[config.mk]
export PLATFORM = sky130hd
export DESIGN_NAME = timer_and_irq_pin_select
export DESIGN_NICKNAME = d
export VERILOG_FILES = /design/src/hdl/pin_sel_pkg.sv /design/src/hdl/timer_and_irq_pin_select.sv
export SDC_FILE = /design/constraint.sdc
export NUM_CORES = 1
export LEC_CHECK = 0
export BUFFER_PORTS_ARGS = -buffer_cell sky130_fd_sc_hd__buf_2
export CAP_MARGIN = 25
export CORE_UTILIZATION = 38
export DETAILED_ROUTE_END_ITERATION = 10
export GPL_TIMING_DRIVEN = 0
export PLACE_DENSITY = 0.79
export SKIP_CTS_REPAIR_TIMING = 1
export SLEW_MARGIN = 5
export SYNTH_ARGS = -nofsm -noshare
export SYNTH_HDL_FRONTEND = slang
export SYNTH_SLANG_ARGS = --single-unit
[constraint.sdc]
create_clock -name i_clk -period 2.24 [get_ports i_clk]
set_clock_uncertainty 0.2 [all_clocks]
set_input_delay 0.448 -clock i_clk [delete_from_list [all_inputs] [get_ports i_clk]]
set_output_delay 0.448 -clock i_clk [all_outputs]
set_load 0.05 [all_outputs]
[src/hdl/pin_sel_pkg.sv]
// constants, apb carrier and pin maps for the timer and interrupt pin select block
//
// Contract
// - split bit 7 clear shares P26; set captures from P27, compare on P26.
// - split bit 6 clear shares P25; set captures from P24, compare on P25.
// - split bit 5 clear shares P21; set captures from P20, compare on P21.
// - split bit 4 clear shares P22; set captures from P23, compare on P22.
// - split bit 3 clear shares P36; set captures from P37, compare on P36.
// - split bit 2 clear shares P34; set captures from P35, compare on P34.
// - split bit 1 clear shares P30; set captures from P31, compare on P30.
// - split bit 0 clear shares P32; set captures from P33, compare on P32.
// - upper four bits of interrupt select read zero; software writes zero.
// - interrupt select bit 3 routes line 11 from P23, or P63 when set.
// - interrupt select bit 2 routes line 10 from P22, or P62 when set.
// - interrupt select bit 1 routes line 9 from P21, or P61 when set.
// - interrupt select bit 0 routes line 8 from P20, or P60 when set.
package pin_sel_pkg;

    localparam int             TMR_FUNCS        = 8;
    localparam int             IRQ_LINES        = 4;
    localparam int             PIN_COUNT        = 16;
    localparam int             ADDR_W           = 12;
    localparam int             DATA_W           = 32;

    localparam logic [11:0]    ADDR_TIMER_SEL   = 12'h000;
    localparam logic [11:0]    ADDR_IRQ_SEL     = 12'h004;

    localparam logic [7:0]     TIMER_SEL_RESET  = 8'h00;
    localparam logic [3:0]     IRQ_SEL_RESET    = 4'h0;
    localparam logic [31:0]    RDATA_IDLE       = 32'h00000000;

    // pin index: port 2 bit n is n, port 3 bit n is 8 + n
    localparam logic [3:0]     PRI_PIN [TMR_FUNCS] = '{4'hA, 4'h8, 4'hC, 4'hE, 4'h2, 4'h1, 4'h5, 4'h6};
    localparam logic [3:0]     SEC_PIN [TMR_FUNCS] = '{4'hB, 4'h9, 4'hD, 4'hF, 4'h3, 4'h0, 4'h4, 4'h7};

    typedef enum logic [1:0] {
        HIT_NONE  = 2'h0,
        HIT_TIMER = 2'h1,
        HIT_IRQ   = 2'h2
    } reg_hit_e;

    typedef struct packed {
        logic                  psel;
        logic                  penable;
        logic                  pwrite;
        logic [ADDR_W-1:0]     paddr;
        logic [DATA_W-1:0]     pwdata;
    } apb_req_s;

endpackage

[src/hdl/timer_and_irq_pin_select.sv]
// apb-programmed pin select for timer compare/capture and high external interrupts
//
// Chosen here: the register offsets and the APB interface to the registers.
`timescale 1ns/1ps
module timer_and_irq_pin_select (
    input  wire logic                  i_clk,
    input  wire logic                  i_rst_b,
    input  wire pin_sel_pkg::apb_req_s i_apb,
    output logic                       o_pready,
    output logic [31:0]                o_prdata,
    output logic                       o_pslverr,
    input  wire logic [7:0]            i_port2_in,
    input  wire logic [7:0]            i_port3_in,
    input  wire logic [3:0]            i_port6_in,
    input  wire logic [7:0]            i_cmp_out,
    input  wire logic [7:0]            i_cmp_oe,
    output logic [7:0]                 o_capture,
    output logic [7:0]                 o_port2_out,
    output logic [7:0]                 o_port2_oe,
    output logic [7:0]                 o_port3_out,
    output logic [7:0]                 o_port3_oe,
    output logic [3:0]                 o_ext_int
);

    logic [7:0]                        timer_pin_split_select;
    logic [3:0]                        irq_high_pin_select;
    logic [15:0]                       pin_in;
    logic [15:0]                       next_pin_out;
    logic [15:0]                       next_pin_oe;
    logic [7:0]                        next_capture;
    logic                              setup;
    logic                              access;
    pin_sel_pkg::reg_hit_e             hit;

    function automatic pin_sel_pkg::reg_hit_e addr_hit(input logic [11:0] addr);
        if (addr == pin_sel_pkg::ADDR_TIMER_SEL) begin
            return pin_sel_pkg::HIT_TIMER;
        end else if (addr == pin_sel_pkg::ADDR_IRQ_SEL) begin
            return pin_sel_pkg::HIT_IRQ;
        end
        return pin_sel_pkg::HIT_NONE;
    endfunction

    assign pin_in = {i_port3_in, i_port2_in};
    assign setup  = i_apb.psel && !i_apb.penable;
    assign access = i_apb.psel && i_apb.penable && o_pready;
    assign hit    = addr_hit(i_apb.paddr);

    // split select register; bits steer routing from the next edge on
    always_ff @(posedge i_clk) begin
        if (!i_rst_b) begin
            timer_pin_split_select <= pin_sel_pkg::TIMER_SEL_RESET;
        end else if (access && i_apb.pwrite && hit == pin_sel_pkg::HIT_TIMER) begin
            timer_pin_split_select <= i_apb.pwdata[7:0];
        end
    end

    // only four bits are stored, so the reserved upper bits cannot stick
    always_ff @(posedge i_clk) begin
        if (!i_rst_b) begin
            irq_high_pin_select <= pin_sel_pkg::IRQ_SEL_RESET;
        end else if (access && i_apb.pwrite && hit == pin_sel_pkg::HIT_IRQ) begin
            irq_high_pin_select <= i_apb.pwdata[3:0];
        end
    end

    // zero-wait slave: answer prepared in setup so outputs stay registered
    always_ff @(posedge i_clk) begin
        if (!i_rst_b) begin
            o_pready  <= 1'b0;
            o_pslverr <= 1'b0;
            o_prdata  <= pin_sel_pkg::RDATA_IDLE;
        end else begin
            o_pready  <= setup;
            o_pslverr <= setup && hit == pin_sel_pkg::HIT_NONE;
            o_prdata  <= pin_sel_pkg::RDATA_IDLE;
            if (setup && !i_apb.pwrite) begin
                case (hit)
                    pin_sel_pkg::HIT_TIMER: o_prdata <= {24'h000000, timer_pin_split_select};
                    pin_sel_pkg::HIT_IRQ:   o_prdata <= {28'h0000000, irq_high_pin_select};
                    default:                o_prdata <= pin_sel_pkg::RDATA_IDLE;
                endcase
            end
        end
    end

    // compare always owns the primary pin; secondary pins are left to the port
    always_comb begin
        next_pin_out = 16'h0000;
        next_pin_oe  = 16'h0000;
        next_capture = 8'h00;
        for (int k = 0; k < pin_sel_pkg::TMR_FUNCS; k++) begin
            next_pin_out[pin_sel_pkg::PRI_PIN[k]] = i_cmp_out[k];
            next_pin_oe[pin_sel_pkg::PRI_PIN[k]]  = i_cmp_oe[k];
            next_capture[k] = timer_pin_split_select[k] ? pin_in[pin_sel_pkg::SEC_PIN[k]]
                                                        : pin_in[pin_sel_pkg::PRI_PIN[k]];
        end
    end

    always_ff @(posedge i_clk) begin
        if (!i_rst_b) begin
            o_capture   <= 8'h00;
            o_port2_out <= 8'h00;
            o_port2_oe  <= 8'h00;
            o_port3_out <= 8'h00;
            o_port3_oe  <= 8'h00;
        end else begin
            o_capture   <= next_capture;
            o_port2_out <= next_pin_out[7:0];
            o_port2_oe  <= next_pin_oe[7:0];
            o_port3_out <= next_pin_out[15:8];
            o_port3_oe  <= next_pin_oe[15:8];
        end
    end

    // one registered stage; interrupt edge detection downstream sees one cycle delay
    always_ff @(posedge i_clk) begin
        if (!i_rst_b) begin
            o_ext_int <= 4'h0;
        end else begin
            for (int j = 0; j < pin_sel_pkg::IRQ_LINES; j++) begin
                o_ext_int[j] <= irq_high_pin_select[j] ? i_port6_in[j] : i_port2_in[j];
            end
        end
    end

    logic [15:0]                       oe_all;
    logic [15:0]                       out_all;
    assign oe_all  = {o_port3_oe, o_port2_oe};
    assign out_all = {o_port3_out, o_port2_out};

    for (genvar g = 0; g < pin_sel_pkg::TMR_FUNCS; g++) begin : g_tmr_chk
        property p_cap_route;
            @(posedge i_clk) disable iff (!i_rst_b)
            $past(i_rst_b) |-> o_capture[g] == ($past(timer_pin_split_select[g])
                ? $past(pin_in[pin_sel_pkg::SEC_PIN[g]]) : $past(pin_in[pin_sel_pkg::PRI_PIN[g]]));
        endproperty
        a_cap_route: assert property (p_cap_route) else $error("capture taken from wrong pin");

        property p_cmp_drive;
            @(posedge i_clk) disable iff (!i_rst_b)
            $past(i_rst_b) |-> oe_all[pin_sel_pkg::PRI_PIN[g]] == $past(i_cmp_oe[g])
                && out_all[pin_sel_pkg::PRI_PIN[g]] == $past(i_cmp_out[g]);
        endproperty
        a_cmp_drive: assert property (p_cmp_drive) else $error("compare not on primary pin");

        property p_sec_quiet;
            @(posedge i_clk) disable iff (!i_rst_b)
            !oe_all[pin_sel_pkg::SEC_PIN[g]];
        endproperty
        a_sec_quiet: assert property (p_sec_quiet) else $error("capture-only pin is driven");
    end

    for (genvar g = 0; g < pin_sel_pkg::IRQ_LINES; g++) begin : g_irq_chk
        property p_irq_route;
            @(posedge i_clk) disable iff (!i_rst_b)
            $past(i_rst_b) |-> o_ext_int[g] ==
                ($past(irq_high_pin_select[g]) ? $past(i_port6_in[g]) : $past(i_port2_in[g]));
        endproperty
        a_irq_route: assert property (p_irq_route) else $error("interrupt line from wrong pin");
    end

    property p_rsv_zero;
        @(posedge i_clk) disable iff (!i_rst_b)
        (setup && !i_apb.pwrite && hit == pin_sel_pkg::HIT_IRQ) |=> o_prdata[31:4] == 28'h0000000;
    endproperty
    a_rsv_zero: assert property (p_rsv_zero) else $error("reserved bits read nonzero");

    property p_wr_visible;
        @(posedge i_clk) disable iff (!i_rst_b)
        (access && i_apb.pwrite && hit == pin_sel_pkg::HIT_TIMER)
            |=> timer_pin_split_select == $past(i_apb.pwdata[7:0]) ##1 o_capture == $past(next_capture);
    endproperty
    a_wr_visible: assert property (p_wr_visible) else $error("split write not applied");

    property p_read_back;
        @(posedge i_clk) disable iff (!i_rst_b)
        (setup && !i_apb.pwrite && hit == pin_sel_pkg::HIT_TIMER)
            |=> o_pready && o_prdata[7:0] == timer_pin_split_select;
    endproperty
    a_read_back: assert property (p_read_back) else $error("read-back differs from register");

    property p_pready;
        @(posedge i_clk) disable iff (!i_rst_b)
        setup |=> o_pready ##1 !o_pready;
    endproperty
    a_pready: assert property (p_pready) else $error("pready not a single-cycle answer");

    // pins written out by hand so a slip in the pin tables is caught
    property p_ch5a_pins;
        @(posedge i_clk) disable iff (!i_rst_b)
        $past(i_rst_b) |-> o_port2_oe[6] == $past(i_cmp_oe[7]) && o_port2_out[6] == $past(i_cmp_out[7])
            && !o_port2_oe[7] && o_capture[7] == ($past(timer_pin_split_select[7])
            ? $past(i_port2_in[7]) : $past(i_port2_in[6]));
    endproperty
    a_ch5a_pins: assert property (p_ch5a_pins) else $error("channel 5a pins misrouted");

    property p_ch4a_pins;
        @(posedge i_clk) disable iff (!i_rst_b)
        $past(i_rst_b) |-> o_port2_oe[5] == $past(i_cmp_oe[6]) && o_port2_out[5] == $past(i_cmp_out[6])
            && !o_port2_oe[4] && o_capture[6] == ($past(timer_pin_split_select[6])
            ? $past(i_port2_in[4]) : $past(i_port2_in[5]));
    endproperty
    a_ch4a_pins: assert property (p_ch4a_pins) else $error("channel 4a pins misrouted");

    property p_ch3a_pins;
        @(posedge i_clk) disable iff (!i_rst_b)
        $past(i_rst_b) |-> o_port2_oe[1] == $past(i_cmp_oe[5]) && o_port2_out[1] == $past(i_cmp_out[5])
            && !o_port2_oe[0] && o_capture[5] == ($past(timer_pin_split_select[5])
            ? $past(i_port2_in[0]) : $past(i_port2_in[1]));
    endproperty
    a_ch3a_pins: assert property (p_ch3a_pins) else $error("channel 3a pins misrouted");

    property p_ch3c_pins;
        @(posedge i_clk) disable iff (!i_rst_b)
        $past(i_rst_b) |-> o_port2_oe[2] == $past(i_cmp_oe[4]) && o_port2_out[2] == $past(i_cmp_out[4])
            && !o_port2_oe[3] && o_capture[4] == ($past(timer_pin_split_select[4])
            ? $past(i_port2_in[3]) : $past(i_port2_in[2]));
    endproperty
    a_ch3c_pins: assert property (p_ch3c_pins) else $error("channel 3c pins misrouted");

    property p_ch2a_pins;
        @(posedge i_clk) disable iff (!i_rst_b)
        $past(i_rst_b) |-> o_port3_oe[6] == $past(i_cmp_oe[3]) && o_port3_out[6] == $past(i_cmp_out[3])
            && !o_port3_oe[7] && o_capture[3] == ($past(timer_pin_split_select[3])
            ? $past(i_port3_in[7]) : $past(i_port3_in[6]));
    endproperty
    a_ch2a_pins: assert property (p_ch2a_pins) else $error("channel 2a pins misrouted");

    property p_ch1a_pins;
        @(posedge i_clk) disable iff (!i_rst_b)
        $past(i_rst_b) |-> o_port3_oe[4] == $past(i_cmp_oe[2]) && o_port3_out[4] == $past(i_cmp_out[2])
            && !o_port3_oe[5] && o_capture[2] == ($past(timer_pin_split_select[2])
            ? $past(i_port3_in[5]) : $past(i_port3_in[4]));
    endproperty
    a_ch1a_pins: assert property (p_ch1a_pins) else $error("channel 1a pins misrouted");

    property p_ch0a_pins;
        @(posedge i_clk) disable iff (!i_rst_b)
        $past(i_rst_b) |-> o_port3_oe[0] == $past(i_cmp_oe[1]) && o_port3_out[0] == $past(i_cmp_out[1])
            && !o_port3_oe[1] && o_capture[1] == ($past(timer_pin_split_select[1])
            ? $past(i_port3_in[1]) : $past(i_port3_in[0]));
    endproperty
    a_ch0a_pins: assert property (p_ch0a_pins) else $error("channel 0a pins misrouted");

    property p_ch0c_pins;
        @(posedge i_clk) disable iff (!i_rst_b)
        $past(i_rst_b) |-> o_port3_oe[2] == $past(i_cmp_oe[0]) && o_port3_out[2] == $past(i_cmp_out[0])
            && !o_port3_oe[3] && o_capture[0] == ($past(timer_pin_split_select[0])
            ? $past(i_port3_in[3]) : $past(i_port3_in[2]));
    endproperty
    a_ch0c_pins: assert property (p_ch0c_pins) else $error("channel 0c pins misrouted");

    property p_irq_wr_visible;
        @(posedge i_clk) disable iff (!i_rst_b)
        (access && i_apb.pwrite && hit == pin_sel_pkg::HIT_IRQ)
            |=> irq_high_pin_select == $past(i_apb.pwdata[3:0]);
    endproperty
    a_irq_wr_visible: assert property (p_irq_wr_visible) else $error("irq select write not applied");

    property p_irq_read_back;
        @(posedge i_clk) disable iff (!i_rst_b)
        (setup && !i_apb.pwrite && hit == pin_sel_pkg::HIT_IRQ)
            |=> o_pready && o_prdata[3:0] == irq_high_pin_select;
    endproperty
    a_irq_read_back: assert property (p_irq_read_back) else $error("irq read-back differs from register");

    property p_slverr_decode;
        @(posedge i_clk) disable iff (!i_rst_b)
        setup |=> o_pslverr == $past(hit == pin_sel_pkg::HIT_NONE);
    endproperty
    a_slverr_decode: assert property (p_slverr_decode) else $error("slave error does not match decode");

    property p_unmapped_hold;
        @(posedge i_clk) disable iff (!i_rst_b)
        (access && hit == pin_sel_pkg::HIT_NONE)
            |=> $stable(timer_pin_split_select) && $stable(irq_high_pin_select);
    endproperty
    a_unmapped_hold: assert property (p_unmapped_hold) else $error("unmapped access changed a select");

    property p_answer_idle;
        @(posedge i_clk) disable iff (!i_rst_b)
        !o_pready |-> o_prdata == pin_sel_pkg::RDATA_IDLE && !o_pslverr;
    endproperty
    a_answer_idle: assert property (p_answer_idle) else $error("answer lines busy without pready");

    property p_write_no_data;
        @(posedge i_clk) disable iff (!i_rst_b)
        (setup && i_apb.pwrite) |=> o_prdata == pin_sel_pkg::RDATA_IDLE;
    endproperty
    a_write_no_data: assert property (p_write_no_data) else $error("read data shown on a write");

    property p_reset_clear;
        @(posedge i_clk)
        !i_rst_b |=> timer_pin_split_select == pin_sel_pkg::TIMER_SEL_RESET
            && irq_high_pin_select == pin_sel_pkg::IRQ_SEL_RESET && !o_pready && o_ext_int == 4'h0;
    endproperty
    a_reset_clear: assert property (p_reset_clear) else $error("reset did not clear the selects");

    property p_ready_after_setup;
        @(posedge i_clk) disable iff (!i_rst_b)
        o_pready |-> $past(setup);
    endproperty
    a_ready_after_setup: assert property (p_ready_after_setup) else $error("pready without a setup");

endmodule // timer_and_irq_pin_select

==> results.md, run 1 <==
- Status: complete, no violations
- Crit path kind: primary input to register
- Final WL: 4040 um
- Die height: 74.5 um
- Crit path DAT: 1.70 ns
- # IOs: 163
- Nets: 428
- Fmax: 597 MHz
- Worst-Skew Late Latency: 0.29 ns
- Gate family responsible for the most delay along the worst path: simple AND/OR/NAND/NOR gates
- Overall Power: 0.00188 W
- Filler Cell Count: 481
- Worst Hold Launch: i_apb[45]
- Setup_tns: 0 ns
- Max-cap violations: 0
- VDD IR max: 0.281 mV
- Pleak: 1.48 nW
- Layout cell share with drive strength beyond 1: 43.6%
- Final cell count without fillers: 414
- Critical path launch point type: primary input
- Drt wl/cell: 9.75 um
- Synth top area share: 50.1%
- Critical-path top delay cell: nor4_4
- Slew @ Worst Pin: 0.545 ns
- Initial antenna violation count: 0
- Final Hold Fails: 0
- 1st-iter DRT viols: 41
- Vias in the first global route: 1383
- Port Buf Inserts: 98
- DR vias/cell: 3.98
- Minimum clock period after layout: 1.67 ns
- FF-to-FF End: timer_pin_split_select[1]
- GRT overflow: 0
- Hold path endpoint: o_pready
- CTS tree: yes
- Synthesis-stage register bit count: 50
- Final ANT Viol Nets: 0
- Final Max Slew Viols: 0
- Buf/Inv on CP: 3
- R2R depth: 6
- Number of buffers created by CTS: 5
- CP Cell Sequence: buf_2, nor4_4, and4_1, buf_4, and2_1, buf_4, mux2i_1
- Clock Tree Buf Depth: 2
- Largest net degree at the start of global routing: 15
- Core Area: 5070 sq um
- Slew headroom: 63.7%
- Leading area contributor after synthesis: dfxtp_1
- Cell count after placement: 406
- Worst-path clk slew: 0.08 ns
- DRT Pass-1 Iters: 5
- Power per Cell Area: 669 nW/um^2
- Crit-path max FO: 6
- Synth Warn #: 0
- Final setup viols: 0
- Die Area: 5560 sq um
- Post-synth cell types: 18
- Worst path max stage delay: 0.33 ns
- R2R Setup Slk: 0.68 ns
- Mean Syn Cell Area: 10.0 sq um
- Syn-to-layout area delta: 40.8%
- Tot GR Track Use: 14.4%
- Die Span X: 74.5 um
- HPWL Detailed: 3280 um
- Initial Utilization: 39.4%
- Worst path depth: 7
- # H-tree levels: 2
- Hold WC Path Type: primary input to register
- Post-Syn Instances: 199
- GPL Wtd Cong: 0.701
- Post-Syn Area: 2000 sq um
- Synth top area cells: dfxtp_1 (50%), buf_4 (16%), mux2i_1 (12%)
- Residual DRC count: 0
- CP dominant cell by count: buf_4
- Unrepaired setup endpoints after global routing: no
- Worst reg2reg startpoint: o_pready
- WHS Path Cells: 2
- CTS sink cnt: 50
- Diode count: 0
- Global-route wire length before repair: 5950 um
- Clock root cell: clkbuf_8
- Sequential share of the synthesized area: 50.1%
- Row cnt: 26
- Crit. End Element: register
- Critical path data required time: 2.27 ns
- Via count: 1647
- Final period utilization: 74.7%
-- where the power goes --
group	switching (W)	internal, W	leakage [nW]
registers	0.00000593	0.000916	0.411
clock network	0.000275	0.000249	0.0482
logic	0.000313	0.000124	1.02
total	0.000594	0.00129	1.48
-- area by class of cell --
type	count	area [sq um]	share of cell area [%]
inverter	2	7.51	0.267
clock inverter	1	5.00	0.178
tap	70	87.6	3.11
multi-input combinational	139	803	28.5
timing repair buffer	98	490	17.4
sequential	50	1000	35.6
clock buffer	7	86.3	3.07
buffer	47	334	11.9
-- cell usage after synthesis, drive strengths merged --
| master | instances |
|---|---|
| buf | 42 |
| and4 | 2 |
| a21oi | 4 |
| nor4 | 2 |
| nor3 | 1 |
| o21ai | 4 |
| conb | 1 |
| nand3 | 5 |
| nand2 | 14 |
| clkbuf | 5 |
| nand4 | 2 |
| nor4bb | 1 |
| and2 | 22 |
| mux2i | 24 |
| nor2 | 18 |
| dfxtp | 50 |
| inv | 2 |
-- layer usage --
layer | vias to the layer above | wire (um) | track usage, %
li1 | 849 | - | -
met1 | 701 | 1600 | 15.5
met2 | 90 | 1980 | 25.7
met3 | 7 | 414 | 5.42
met4 | 0 | 43 | 5.03
met5 | - | 0 | 0
-- worst max-delay path by stage --
stage | startpoint | endpoint | slack, ns
after floorplan | o_pready | timer_pin_split_select[0] | 0.39
after global placement | i_apb[35] | timer_pin_split_select[1] | 0.28
after detailed placement | i_apb[43] | timer_pin_split_select[1] | 0.26
after CTS | i_apb[43] | timer_pin_split_select[1] | 0.58
after global routing | i_apb[35] | timer_pin_split_select[1] | 0.47
final | i_apb[43] | timer_pin_split_select[1] | 0.57
-- placed cells by master (no fill, tap or decap) --
cell	count
dfxtp_1	50
o21ai_0	4
nand2_2	1
nand3_1	5
nand4_1	2
nor3_1	1
nor4_4	2
nand2_1	13
and4_1	2
mux2i_1	24
clkbuf_8	6
clkinv_2	1
nor2_1	18
conb_1	40
buf_4	42
clkbuf_1	6
buf_2	98
inv_1	2
nor4bb_1	1
and2_1	22
a21oi_1	4
-- state kept, by name, summed over array words and instances (netlist names) --
name                    flops
o_pslverr                   1
o_port2_oe                  4
o_capture                   8
o_port3_oe                  4
o_pready                    1
timer_pin_split_select      8
o_ext_int                   4
o_port2_out                 4
o_prdata                    8
o_port3_out                 4
irq_high_pin_select         4
-- kinds of logic after synthesis --
| family | synth area share, % |
|---|---|
| buf+inv | 17.1 |
| mux | 12.0 |
| flops | 50.1 |
| other cells | 0.188 |
| compound gates | 2.00 |
| simple gates | 18.6 |
-- metrics by stage --
stage	setup WS [ns]	cell area, sq um	util (%)	hold slack, ns
4_1_cts	0.577	2820	55.5	0.135
5_1_grt	0.465	2820	55.5	0.142
2_1_floorplan	0.391	2150	-	0.260
6_report	0.566	2820	55.5	0.146
3_5_place_dp	0.263	2720	53.7	0.290
3_3_place_gp	0.284	2720	53.7	0.285
Note: power is estimated with default switching activity, not from simulation.
==> run 2, diff against run 1 <==
--- a/config.mk
+++ b/config.mk
@@ -5,9 +5,10 @@
 export SDC_FILE = /design/constraint.sdc
 export NUM_CORES = 1
 export LEC_CHECK = 0
+export ABC_AREA = 1
 export BUFFER_PORTS_ARGS = -buffer_cell sky130_fd_sc_hd__buf_2
 export CAP_MARGIN = 25
-export CORE_UTILIZATION = 38
+export CORE_UTILIZATION = 40
 export DETAILED_ROUTE_END_ITERATION = 10
 export GPL_TIMING_DRIVEN = 0
 export PLACE_DENSITY = 0.79
==> constraint.sdc (replaced) <==
create_clock -name i_clk -period 1.7 [get_ports i_clk]
set_clock_uncertainty 0.2 [all_clocks]
set_input_delay 0.34 -clock i_clk [delete_from_list [all_inputs] [get_ports i_clk]]
set_output_delay 0.34 -clock i_clk [all_outputs]
set_load 0.05 [all_outputs]
==> run 2 against run 1 <==
Cell area increased by 9.3%; largest power group unchanged; setup slack lost 0.31 ns; area after synthesis is 11% higher; register-to-register slack got worse by 0.35 ns; clock-buffer cell count is 2 lower; clock power is 62% higher; worst hold slack got worse by 0.14 ns; wire length is 21% higher; via count increased by 21%; synthesized cell count is 46% higher; utilization up 3.3 points; non-clock buffer count grew 2.
==> results.md, run 2 <==
- GPL Wtd Cong: 0.806
- Final Hold Fails: 0
- Comb power frac: 22.3%
- Fmax: 690 MHz
- 1st-iter DRT viols: 56
- Vias in the first global route: 1814
- Minimum clock period after layout: 1.45 ns
- Post-synthesis xor/xnor area fraction: 0%
- Internal Power: 0.00182 W
- Crit path DAT: 0.91 ns
- HPWL Detailed: 3890 um
- Clock Power Share: 31.9%
- Commonest non-fill, non-tap cells in the layout: buf_2 (98), inv_1 (53), dfxtp_1 (50)
- Critical-path top delay cell: dfxtp_1
- Setup_tns: 0 ns
- Port Buf Inserts: 98
- Max-cap violations: 0
- CTS sink cnt: 50
- Via count: 1998
- Worst Hold Launch: i_cmp_out[1]
- Unrepaired setup endpoints after global routing: no
- Fraction of registers with async set/reset: 0%
- Sequential power share: 45.7%
- DRT Pass-1 Iters: 4
- Number of buffers created by CTS: 5
- Top_reg_cell synth: dfxtp_1
- Global-route wire length before repair: 7930 um
- Status: complete, no violations
- Post-Syn Area: 2220 sq um
- Crit path kind: register to output pin
- Residual DRC count: 0
- Leading area contributor after synthesis: dfxtp_1
- Nets: 520
- Buf/Inv on CP: 1
- Hold WC Path Type: primary input to register
- CP Launch Point: o_pready
- Layout cell share with drive strength beyond 1: 37.4%
- Die Area: 5860 sq um
- Most common cell in the netlist: inv_1
- Final Max Slew Viols: 0
- Synth Warn #: 0
- Worst-path clk slew: 0.09 ns
- CP Cell Sequence: buf_2
- Gate family responsible for the most delay along the worst path: flip-flops
- Crit-path max FO: 2
- Post-synth top cells: inv_1 (53), dfxtp_1 (50), nand2_1 (47)
- Worst reg2reg startpoint: o_pready
- Sequential share of the synthesized area: 45.0%
- Final Core Density: 58.7%
- Final setup viols: 0
- Critical path data required time: 1.16 ns
- Post-synth cell types: 19
- VDD IR max: 0.393 mV
- CTS tree: yes
- Post-synthesis compound-gate area fraction: 3.82%
- Regs by FF count: o_capture x8, o_prdata x8, timer_pin_split_select x8
- Synth top area cells: dfxtp_1 (45%), buf_4 (15%), inv_1 (8.9%)
- Mean Syn Cell Area: 7.67 sq um
- Initial antenna violation count: 0
- Drt wl/cell: 9.62 um
- Power per Cell Area: 864 nW/um^2
- Worst path max stage delay: 0.34 ns
- Number of enable flip-flop cells after synthesis: 0
- Post-synthesis mux area share: 0%
- Pleak: 1.81 nW
- Diode count: 0
- Synthesis-stage register bit count: 50
- Sw power: 0.000839 W
- Row cnt: 26
- Post-Syn Instances: 290
- Core Area: 5240 sq um
- Synth Area in Simple Gates: 26.4%
- Largest net degree at the start of global routing: 18
- Clock root cell: clkbuf_8
- Critical path launch point type: register
- Main combinational cell family by area after synthesis: simple AND/OR/NAND/NOR gates
- # H-tree levels: 2
- Final period utilization: 85.2%
- GRT overflow: 0
- Final WL: 4870 um
- # IOs: 163
- Clock Tree Buf Depth: 2
- Die Span X: 76.6 um
- Post-synthesis adder-cell area fraction: 0%
- Tot GR Track Use: 17.1%
- Final ANT Viol Nets: 0
- Syn-to-layout area delta: 38.3%
- Crit. End Element: output pin
- Worst-Skew Late Latency: 0.30 ns
- Most common cell after layout, fill and taps aside: buf_2
- Initial Utilization: 42.5%
- Switching Share: 31.6%
- Die height: 76.6 um
- Synth top area share: 45.0%
- DR vias/cell: 3.95
run 2: cell count changes in the layout (fill, tap and decap cells not counted), sizes merged, moves of 6 or more:
| cell | before | now |
|---|---|---|
| inv | 2 | 54 |
| nand2 | 14 | 49 |
| nor2 | 18 | 45 |
| mux2i | 24 | 0 |
| and2 | 22 | 0 |
| nand4 | 2 | 12 |
| o21ai | 4 | 12 |
| nand3 | 5 | 11 |
run 2: routing by layer:
layer	up-vias	global-route usage, %	share of wire (%)
li1	1080	-	-
met1	812	19.0	39
met2	99	30.7	49
met3	7	4.79	10
met4	0	6.35	1.5
met5	-	0	0
run 2: final cells by class:
cell class	instances	area, sq um
repair buffers	99	500
fillers	483	2160
plain buffers	48	349
multi-input cells	178	822
clock inverters	3	48.8
clock buffers	5	68.8
flip-flops and latches	50	1000
well taps	70	87.6
inverters	53	199
run 2: worst paths after layout:
check / cells after the start / end / slack [ns]
setup / recovery: 1 / o_pready / 0.25
hold / removal: 3 / o_port3_out[0] / 0.01
hold reg to reg: 2 / o_prdata[0] / 0.30
setup reg to reg: 6 / timer_pin_split_select[0] / 0.33
run 2: worst reg2reg max path, stage by stage (launching register included):
cell	delay (ns)
dfxtp_1	0.34
nand3_1	0.12
nor2_4	0.18
buf_4	0.20
nand4_1	0.10
nand2_1	0.08
nor2_1	0.05
run 2: cells by family (layout without fill, tap and decap cells):
logic type	after synthesis	count (layout)
other	1	40
and+or+nand+nor	121	121
DFF	50	50
AOI/OAI and AO/OA	17	17
buffers and inverters	101	208
run 2: through the flow:
step           total power (W)  cell area [sq um]  hold slack [ns]  instances  setup WS [ns]
3_3_place_gp           0.00183               2950            0.280        497          0.122
6_report               0.00266               3080          0.00973        506          0.251
5_1_grt                0.00278               3080           0.0102        506          0.215
2_1_floorplan          0.00171               2370            0.219        329         0.0513
3_5_place_dp           0.00183               2950            0.285        497          0.114
4_1_cts                0.00268               3070         0.000984        505          0.233
run 2: power groups by stage:
stage               combinational (W)  sequential, W  clock [W]
global placement             0.000585        0.00124          0
detailed placement           0.000588        0.00124          0
global route                 0.000629        0.00122   0.000936
CTS                          0.000589        0.00122   0.000874
finish                       0.000594        0.00122   0.000849
floorplan                    0.000332        0.00138          0
